[src/inc/vplc_params.svh]
// Purpose: Constants of the video loop lock control block
// Assumes: APB word registers, byte address is four times the index
// Notes: Default sets pack crash, threshold, tolerance, cap and res fields
`ifndef VPLC_PARAMS_SVH
`define VPLC_PARAMS_SVH
// Register indices
`define VPLC_IDX_TIMING 10'h024
`define VPLC_IDX_RESERVED_SLOT_AFTER_LOCK_CONFIG 10'h025
`define VPLC_IDX_CAP 10'h026
`define VPLC_IDX_RES 10'h027
`define VPLC_IDX_STD 10'h030
`define VPLC_IDX_STATUS 10'h031
// Timing and bandwidth register field positions
`define VPLC_CRASH_MSB 15
`define VPLC_CRASH_LSB 8
`define VPLC_THR_MSB 7
`define VPLC_THR_LSB 3
`define VPLC_RUN_MSB 2
`define VPLC_RUN_LSB 0
`define VPLC_BW_MSB 5
// Crash period is crash field times four plus one
`define VPLC_CRASH_MUL_SH 2
`define VPLC_CRASH_ADD 10'h001
// Standard select reset value and per-standard defaults
`define VPLC_STD_RST 2'h0
`define VPLC_DEF_STD0 {8'h10, 5'h04, 3'h1, 6'h0A, 6'h20}
`define VPLC_DEF_STD1 {8'h20, 5'h08, 3'h2, 6'h0C, 6'h24}
`define VPLC_DEF_STD2 {8'h08, 5'h02, 3'h1, 6'h0A, 6'h2A}
`define VPLC_DEF_STD3 {8'h30, 5'h10, 3'h3, 6'h10, 6'h28}
// Clock period and line timing
`define VPLC_CLK_NS 10
`define VPLC_LINE_TOL_CYC 16'h0010
`endif

[src/inc/vplc_pkg.sv]
// Purpose: Types of the video loop lock control block
// Assumes: Field widths as in the timing and bandwidth registers
// Notes: None
package vplc_pkg;
	typedef struct packed {
		logic [7:0] crash;
		logic [4:0] thr;
		logic [2:0] run;
		logic [5:0] cap;
		logic [5:0] res;
	} vplc_defaults_type;
	typedef enum logic [1:0] {
		VPLC_ST_CRASH = 2'b01,
		VPLC_ST_TRACK = 2'b10
	} vplc_state_type;
endpackage

[src/core/vplc_lock_ctrl.sv]
// Purpose: Genlock lock control of the video clock loop, with APB registers
// Assumes: href_pulse is a one-cycle strobe synchronous to pclk
// Notes: Summary of operation below
`timescale 1ns/1ps
`include "vplc_params.svh"
module vplc_lock_ctrl #(
	parameter int LINE_NS_0 = 63556,
	parameter int LINE_NS_1 = 64000,
	parameter int LINE_NS_2 = 29630,
	parameter int LINE_NS_3 = 44444
) (
	input wire logic pclk,
	input wire logic presetn,
	input wire logic psel,
	input wire logic penable,
	input wire logic pwrite,
	input wire logic [11:0] paddr,
	input wire logic [31:0] pwdata,
	output logic [31:0] prdata,
	output logic pready,
	output logic pslverr,
	input wire logic href_pulse,
	output logic video_lock,
	output logic lock_lost,
	output logic crash_active,
	output logic coast,
	output logic [5:0] bw_cap,
	output logic [5:0] bw_res,
	output logic [1:0] out_std
);
	localparam int LINE_CYC_0 = LINE_NS_0 / `VPLC_CLK_NS;
	localparam int LINE_CYC_1 = LINE_NS_1 / `VPLC_CLK_NS;
	localparam int LINE_CYC_2 = LINE_NS_2 / `VPLC_CLK_NS;
	localparam int LINE_CYC_3 = LINE_NS_3 / `VPLC_CLK_NS;
	// Refuse line periods the 16-bit timer cannot hold
	if (LINE_CYC_0 >= 65000 || LINE_CYC_1 >= 65000 || LINE_CYC_2 >= 65000 || LINE_CYC_3 >= 65000 ||
		LINE_CYC_0 < 64 || LINE_CYC_1 < 64 || LINE_CYC_2 < 64 || LINE_CYC_3 < 64) begin : g_bad_line
		$error("vplc_lock_ctrl: line period out of range");
	end
	// Default field set of an output standard
	function automatic vplc_pkg::vplc_defaults_type vplc_defaults(input logic [1:0] std);
		case (std)
			2'h0: vplc_defaults = `VPLC_DEF_STD0;
			2'h1: vplc_defaults = `VPLC_DEF_STD1;
			2'h2: vplc_defaults = `VPLC_DEF_STD2;
			default: vplc_defaults = `VPLC_DEF_STD3;
		endcase
	endfunction
	// Expected line period in cycles of a standard
	function automatic logic [15:0] vplc_line(input logic [1:0] std);
		case (std)
			2'h0: vplc_line = 16'(LINE_CYC_0);
			2'h1: vplc_line = 16'(LINE_CYC_1);
			2'h2: vplc_line = 16'(LINE_CYC_2);
			default: vplc_line = 16'(LINE_CYC_3);
		endcase
	endfunction
	logic [7:0] crash_r;
	logic [4:0] thr_r;
	logic [2:0] run_r;
	logic [5:0] cap_r, res_r;
	logic [1:0] std_r;
	logic [31:0] prdata_r;
	logic [15:0] tmr_r;
	logic [9:0] crash_left_r;
	logic [2:0] miss_r;
	logic [5:0] good_r, bad_r;
	logic coast_r, lock_lost_r;
	vplc_pkg::vplc_state_type state_r;
	vplc_pkg::vplc_defaults_type def;
	logic [9:0] idx;
	logic [15:0] exp_p;
	logic [9:0] crash_len;
	logic wr, std_chg, mapped, in_time, missing, h_evt, good, tolerated, disturb;
	// Bus decode
	assign idx = paddr[11:2];
	assign wr = psel && penable && pwrite;
	assign std_chg = wr && idx == `VPLC_IDX_STD && pwdata[1:0] != std_r;
	assign mapped = idx == `VPLC_IDX_TIMING || idx == `VPLC_IDX_RESERVED_SLOT_AFTER_LOCK_CONFIG || idx == `VPLC_IDX_CAP ||
		idx == `VPLC_IDX_RES || idx == `VPLC_IDX_STD || idx == `VPLC_IDX_STATUS;
	assign pready = 1'b1; // Zero wait states
	assign pslverr = psel && penable && !mapped;
	assign prdata = prdata_r;
	assign def = vplc_defaults(pwdata[1:0]);
	// Standard select register
	always_ff @(posedge pclk or negedge presetn) begin
		if (!presetn) begin
			std_r <= `VPLC_STD_RST;
		end else if (std_chg) begin
			std_r <= pwdata[1:0];
		end
	end

	// Loop fields, reloaded on a standard change
	always_ff @(posedge pclk or negedge presetn) begin
		if (!presetn) begin
			{crash_r, thr_r, run_r, cap_r, res_r} <= `VPLC_DEF_STD0;
		end else if (std_chg) begin
			{crash_r, thr_r, run_r, cap_r, res_r} <= def;
		end else if (wr && idx == `VPLC_IDX_TIMING) begin
			crash_r <= pwdata[`VPLC_CRASH_MSB:`VPLC_CRASH_LSB];
			thr_r <= pwdata[`VPLC_THR_MSB:`VPLC_THR_LSB];
			run_r <= pwdata[`VPLC_RUN_MSB:`VPLC_RUN_LSB];
		end else if (wr && idx == `VPLC_IDX_CAP) begin
			cap_r <= pwdata[`VPLC_BW_MSB:0]; // Upper bits dropped
		end else if (wr && idx == `VPLC_IDX_RES) begin
			res_r <= pwdata[`VPLC_BW_MSB:0];
		end
	end
	// Read data, captured in the setup cycle
	always_ff @(posedge pclk or negedge presetn) begin
		if (!presetn) begin
			prdata_r <= 32'h0000_0000;
		end else if (psel && !penable) begin
			case (idx)
				`VPLC_IDX_TIMING: prdata_r <= {16'h0000, crash_r, thr_r, run_r};
				`VPLC_IDX_CAP: prdata_r <= {26'h000_0000, cap_r};
				`VPLC_IDX_RES: prdata_r <= {26'h000_0000, res_r};
				`VPLC_IDX_STD: prdata_r <= {30'h0000_0000, std_r};
				`VPLC_IDX_STATUS: prdata_r <= {28'h000_0000, crash_active, coast_r, lock_lost_r, video_lock};
				default: prdata_r <= 32'h0000_0000;
			endcase
		end
	end

	// Reference line classification
	assign exp_p = vplc_line(std_r);
	assign in_time = (tmr_r + 16'h0001 + `VPLC_LINE_TOL_CYC >= exp_p) &&
		(tmr_r + 16'h0001 <= exp_p + `VPLC_LINE_TOL_CYC);
	assign missing = !href_pulse && tmr_r + 16'h0001 >= exp_p + `VPLC_LINE_TOL_CYC;
	assign h_evt = href_pulse || missing;
	assign good = href_pulse && in_time;
	assign tolerated = h_evt && !good && miss_r < run_r;
	assign disturb = h_evt && !good && !tolerated;
	assign crash_len = ({2'b00, crash_r} << `VPLC_CRASH_MUL_SH) + `VPLC_CRASH_ADD;

	// Line timer, restarted by real or stand-in pulses
	always_ff @(posedge pclk or negedge presetn) begin
		if (!presetn) begin
			tmr_r <= 16'h0000;
		end else if (h_evt || std_chg) begin
			tmr_r <= 16'h0000;
		end else begin
			tmr_r <= tmr_r + 16'h0001;
		end
	end

	// Missing-pulse tolerance and coast flag
	always_ff @(posedge pclk or negedge presetn) begin
		if (!presetn) begin
			miss_r <= 3'h0;
			coast_r <= 1'b0;
		end else if (good || std_chg) begin
			miss_r <= 3'h0;
			coast_r <= 1'b0;
		end else if (h_evt) begin
			if (miss_r != 3'h7) begin
				miss_r <= miss_r + 3'h1;
			end
			coast_r <= tolerated;
		end
	end

	// Crash then tracking; the threshold plays no part here
	always_ff @(posedge pclk or negedge presetn) begin
		if (!presetn) begin
			state_r <= vplc_pkg::VPLC_ST_CRASH;
			crash_left_r <= 10'h000;
		end else if (std_chg) begin
			state_r <= vplc_pkg::VPLC_ST_CRASH;
			crash_left_r <= 10'h000;
		end else begin
			case (state_r)
				vplc_pkg::VPLC_ST_CRASH: begin
					if (h_evt) begin
						if (crash_left_r + 10'h001 >= crash_len) begin
							state_r <= vplc_pkg::VPLC_ST_TRACK;
							crash_left_r <= 10'h000;
						end else begin
							crash_left_r <= crash_left_r + 10'h001;
						end
					end
				end
				vplc_pkg::VPLC_ST_TRACK: state_r <= vplc_pkg::VPLC_ST_TRACK;
				default: state_r <= vplc_pkg::VPLC_ST_CRASH;
			endcase
		end
	end

	// Good and bad line runs, and the loss-of-lock indicator
	always_ff @(posedge pclk or negedge presetn) begin
		if (!presetn) begin
			good_r <= 6'h00;
			bad_r <= 6'h00;
			lock_lost_r <= 1'b1;
		end else if (std_chg || state_r != vplc_pkg::VPLC_ST_TRACK) begin
			good_r <= 6'h00;
			bad_r <= 6'h00;
			lock_lost_r <= 1'b1;
		end else if (good) begin
			bad_r <= 6'h00;
			if (good_r != 6'h3F) begin
				good_r <= good_r + 6'h01;
			end
			if (good_r >= {1'b0, thr_r}) begin
				lock_lost_r <= 1'b0;
			end
		end else if (disturb) begin
			good_r <= 6'h00;
			if (bad_r != 6'h3F) begin
				bad_r <= bad_r + 6'h01;
			end
			if (bad_r >= {1'b0, thr_r}) begin
				lock_lost_r <= 1'b1;
			end
		end
	end
	// Output pins
	assign video_lock = state_r == vplc_pkg::VPLC_ST_TRACK && !lock_lost_r;
	assign lock_lost = lock_lost_r;
	assign crash_active = state_r == vplc_pkg::VPLC_ST_CRASH;
	assign coast = coast_r;
	assign bw_cap = cap_r;
	assign bw_res = res_r;
	assign out_std = std_r;
	// Checks
	property p_crash_exit;
		@(posedge pclk) disable iff (!presetn)
		crash_active && h_evt && !std_chg && crash_left_r == crash_len - 10'h001 |=> !crash_active;
	endproperty
	a_crash_exit: assert property (p_crash_exit) else $error("crash did not end on time");
	property p_crash_hold;
		@(posedge pclk) disable iff (!presetn)
		crash_active && h_evt && crash_left_r + 10'h001 < crash_len |=> crash_active;
	endproperty
	a_crash_hold: assert property (p_crash_hold) else $error("crash ended early");
	property p_lost_set;
		@(posedge pclk) disable iff (!presetn)
		!crash_active && !std_chg && disturb && bad_r >= {1'b0, thr_r} |=> lock_lost;
	endproperty
	a_lost_set: assert property (p_lost_set) else $error("loss of lock not raised");
	property p_lost_fall;
		@(posedge pclk) disable iff (!presetn)
		$fell(lock_lost) |-> $past(good) && $past(good_r) >= {1'b0, $past(thr_r)};
	endproperty
	a_lost_fall: assert property (p_lost_fall) else $error("lock reported too soon");
	property p_coast;
		@(posedge pclk) disable iff (!presetn)
		!std_chg && h_evt && !good && miss_r < run_r |=> coast && bad_r == $past(bad_r);
	endproperty
	a_coast: assert property (p_coast) else $error("tolerated pulse counted as error");
	property p_one_miss;
		@(posedge pclk) disable iff (!presetn)
		run_r != 3'h0 && miss_r == 3'h0 && missing && video_lock && !std_chg |=> video_lock;
	endproperty
	a_one_miss: assert property (p_one_miss) else $error("lock dropped on one missing pulse");
	property p_no_tol;
		@(posedge pclk) disable iff (!presetn)
		run_r == 3'h0 && h_evt && !good |-> disturb ##1 !coast;
	endproperty
	a_no_tol: assert property (p_no_tol) else $error("disturbance not seen at once");
	property p_std_load;
		@(posedge pclk) disable iff (!presetn)
		std_chg |=> {crash_r, thr_r, run_r, cap_r, res_r} == vplc_defaults(out_std) && crash_active;
	endproperty
	a_std_load: assert property (p_std_load) else $error("defaults not loaded");
	property p_lock_bit;
		@(posedge pclk) disable iff (!presetn)
		video_lock |-> !crash_active && !lock_lost && ($past(video_lock) || $past(good));
	endproperty
	a_lock_bit: assert property (p_lock_bit) else $error("lock bit while not tracking");
	property p_lost_rise;
		@(posedge pclk) disable iff (!presetn)
		$rose(lock_lost) |-> $past(disturb) || $past(std_chg) || crash_active;
	endproperty
	a_lost_rise: assert property (p_lost_rise) else $error("loss of lock without cause");
	c_crash_done: cover property (@(posedge pclk) disable iff (!presetn) $fell(crash_active));
	c_locked: cover property (@(posedge pclk) disable iff (!presetn) $rose(video_lock));
	c_coast: cover property (@(posedge pclk) disable iff (!presetn) $rose(coast) && video_lock);
	c_std: cover property (@(posedge pclk) disable iff (!presetn) std_chg);
endmodule

[config.mk]
export PLATFORM = sky130hd
export DESIGN_NAME = vplc_lock_ctrl
export DESIGN_NICKNAME = d
export VERILOG_FILES = /design/src/inc/vplc_pkg.sv /design/src/core/vplc_lock_ctrl.sv
export VERILOG_INCLUDE_DIRS = /design/src /design/src/inc
export SDC_FILE = /design/constraint.sdc
export NUM_CORES = 1
export LEC_CHECK = 0
export ABC_AREA = 1
export BUFFER_PORTS_ARGS = -buffer_cell sky130_fd_sc_hd__buf_2
export CORE_AREA = 10 10 117 119
export CTS_CLUSTER_DIAMETER = 30
export DETAILED_ROUTE_END_ITERATION = 16
export DIE_AREA = 0 0 127 129
export PLACE_DENSITY = 0.76
export SYNTH_ARGS = -nofsm -noshare
export SYNTH_HDL_FRONTEND = slang
export SYNTH_SLANG_ARGS = --single-unit
[constraint.sdc]
create_clock -name pclk -period 3.4 [get_ports pclk]
set_input_delay 1.02 -clock pclk [delete_from_list [all_inputs] [get_ports pclk]]
set_output_delay 1.02 -clock pclk [all_outputs]
set_load 0.1 [all_outputs]
==> reports/results.ini <==
[floorplan]
num_io_pins=102
fp-row-count=39
start_util_pct=56.7
die_h_um=129
die-area_um2=16400
core_area_um2=11300
die_w_um=127

[global_routing]
grt_pass1_wl_um=26500
gr-usage-all-layers_pct=19.5
grt_overflow=0
grt_pass1_vias=5492
antenna_found_initial=0
grt_max_degree=49

[finish]
area_growth_pct=15.1
drive_gt1_share_pct=20.0
diodes=0
finalCoreUtilization_pct=65.3
multi_input_area_um2=3650
n_fill_cell=1014
nNetsFinal=1015
final-seq-area_um2=2290
design_area_um2=7390

[worst_setup_path]
slowest_stage=a211oi_4
max_stage_delay_ps=300
required_ps=2380
crit_chain=buf_2 -> inv_12 -> nor2_4 -> inv_2 -> nor3_4 -> inv_1 -> nor2_1 -> inv_1 -> nand4_1 -> a211oi_4 -> buf_12
path_max_fanout=4
arrival_ps=2280
cp_common_cell=inv_1
critPathKind=primary input to output pin
worstSetupEndpointType=output pin
cp-start-kind=primary input

[clock_network]
path_clk_slew_ps=60
cts_buffer_depth=2
cts_tree=yes
clock-sinks=91
cts_inserted_buffers=9
h-tree-depth=3
clk_latency_ps=340
root_buffer=clkbuf_16
ctsHoldBuffers=0

[logic_synthesis]
ys_seq_area_share_pct=35.6
synth_seq_cells=91
syn-instance-count=820
syn_area_per_cell_um2=7.83
ys_warn_count=0
synth_cell_type_count=54
synth_area_um2=6420

[detailed_routing]
route.met2.wl_um=7520
m1WireLength_um=6990
vias_per_cell=5.32
firstDrtPassIters=5
first_iter_violations=330
drc=0
wire_per_inst_um=14.8
wl_met3_um=735
top_layer=met4
vias=5612
totalWireLength_um=15600
detail-route-antenna-nets=0

[sta]
slew-limit-headroom_pct=57.2
timing.fmax_mhz=303
clock_skew_ps=8.40
finalMaxSlewViolations=0
hold_violations=0
worstMarginPinSlew_ps=635
finalCritPeriodShare_pct=96.9
period_needed_ps=3300
setup_viol=0

[power_and_ir_drop]
leakage_nw=3.82
peakVddDrop_v=0.000305
p_per_area_nw_per_um2=440

[placement]
numPortBuffers=66
dp_hpwl_um=12500
dpl-instance-area_um2=7030
gp_congestion=0.868

[hold_path]
hold_path.class=flop to flop

[flow_run]
cap_violations=0

[outcome]
status=completed

Yosys cell counts (all sizes together):
cell | number | area share (%)
a211oi | 2 | 0.23
a21boi | 3 | 0.35
a21o | 1 | 0.12
a21oi | 26 | 2.1
a221oi | 4 | 0.55
a22o | 1 | 0.14
a22oi | 2 | 0.23
a31oi | 8 | 0.78
a41oi | 1 | 0.14
and2 | 2 | 0.19
and3 | 1 | 0.098
buf | 19 | 2.2
clkbuf | 7 | 0.41
clkinv | 2 | 0.12
conb | 2 | 0.12
dfrtp | 83 | 32
dfstp | 8 | 3.3
ha | 58 | 11
inv | 120 | 7.0
nand2 | 192 | 13
nand3 | 52 | 4.4
nand3b | 4 | 0.47
nand4 | 17 | 1.7
nor2 | 98 | 8.0
nor3 | 10 | 0.78
nor3b | 2 | 0.31
nor4 | 3 | 0.29
o2111ai | 1 | 0.14
o211ai | 3 | 0.35
o21a | 4 | 0.47
o21ai | 41 | 3.3
o21bai | 2 | 0.29
o221ai | 3 | 0.41
o22ai | 4 | 0.39
o31ai | 12 | 1.4
or2 | 3 | 0.29
xnor2 | 1 | 0.14
xor2 | 18 | 2.5
cell usage in the layout, fill, tap and decap left out, types with 4 or more instances in the layout:
cell type	instances
nand2_1	169
inv_1	111
dfrtp_1	83
nor2_1	70
buf_2	64
ha_1	57
nand3_1	49
o21ai_0	38
a21oi_1	25
conb_1	20
buf_4	18
nand4_1	17
xor2_1	17
nand2_2	15
nor2_4	15
nor2_2	12
o31ai_1	12
clkbuf_16	9
inv_2	8
nor3_1	8
a31oi_1	8
dfstp_2	8
nand2_4	7
nand3b_1	4
o22ai_1	4
o21a_1	4
a221oi_1	4
power by group:
part / switching (mW) / internal (mW)
Clock: 0.407 / 0.642
Combinational: 0.674 / 0.258
Sequential: 0.0841 / 1.19
layer usage:
metal	GRT usage [%]	vias up
li1	-	2836
met1	24.4	2610
met2	33.1	137
met3	3.66	29
met4	6.50	0
met5	0	-
registers in the layout, summed over array words and instances, names as in the netlist, 3 cells and up:
name / flops
crash_r: 8
prdata: 16
run_r: 3
thr_r: 5
good_r: 6
bad_r: 6
tmr_r: 16
bw_cap: 6
bw_res: 6
miss_r: 3
crash_left_r: 10
through the flow:
stage / instances / setup TNS [ps] / hold WS [ps] / setup slack (ps) / total power, mW
3_3_place_gp: 1037 / 0 / 461 / 74.2 / 2.18
5_1_grt: 1055 / -1.59 / 501 / -1.59 / 3.43
2_1_floorplan: 838 / -51.4 / 477 / -51.4 / 2.00
4_1_cts: 1053 / 0 / 486 / 74.1 / 3.25
6_report: 1055 / 0 / 485 / 104 / 3.25
3_5_place_dp: 1037 / 0 / 470 / 75.1 / 2.21
cells by family (layout without fill, tap and decap cells):
kind of cell	count (synthesis)	after routing	synth area share [%]
flip-flops	91	91	35.6
adder cells (fa/ha/maj)	58	58	11.3
XOR/XNOR	19	19	2.59
AND/OR/NAND/NOR	384	384	29.3
buffers and inverters	148	222	9.73
AO/OA/AOI/OAI	118	118	11.3
other	2	20	0.117
critical path, delay by kind of cell:
| family | cells | cell delay (ps) |
|---|---|---|
| AO/OA/AOI/OAI | 1 | 300 |
| buffers and inverters | 6 | 660 |
| AND/OR/NAND/NOR | 4 | 290 |
layout make-up:
cell class,count,share of cell area [%]
Clock buffer,11,3.15
Clock inverter,5,1.05
Inverter,122,6.37
Multi-Input combinational cell,599,49.4
Sequential cell,91,31.0
Tap cell,143,2.42
Timing Repair Buffer,84,6.71
final timing paths:
| check | startpoint | endpoint | slack, ps | cells past startpoint |
|---|---|---|---|---|
| setup / recovery | paddr[4] | pslverr | 100 | 11 |
| hold reg to reg | prdata[14]$_DFFE_PN0P_ | prdata[14]$_DFFE_PN0P_ | 480 | 2 |
| max in group asynchronous | presetn | run_r[0]$_DFFE_PN1P_ | 2020 | 2 |
| setup reg to reg | tmr_r[0]$_DFF_PN0_ | good_r[3]$_DFFE_PN0P_ | 250 | 18 |
| min in group asynchronous | presetn | prdata[5]$_DFFE_PN0P_ | 660 | 1 |
| hold / removal | prdata[14]$_DFFE_PN0P_ | prdata[14]$_DFFE_PN0P_ | 480 | 2 |
repair_timing:
action / in CTS / in global routing
endpoints found under the setup margin: 0 / 15
setup buffers: 0 / 2
resized for setup: 0 / 6
Note: power is estimated with default switching activity, not from simulation.
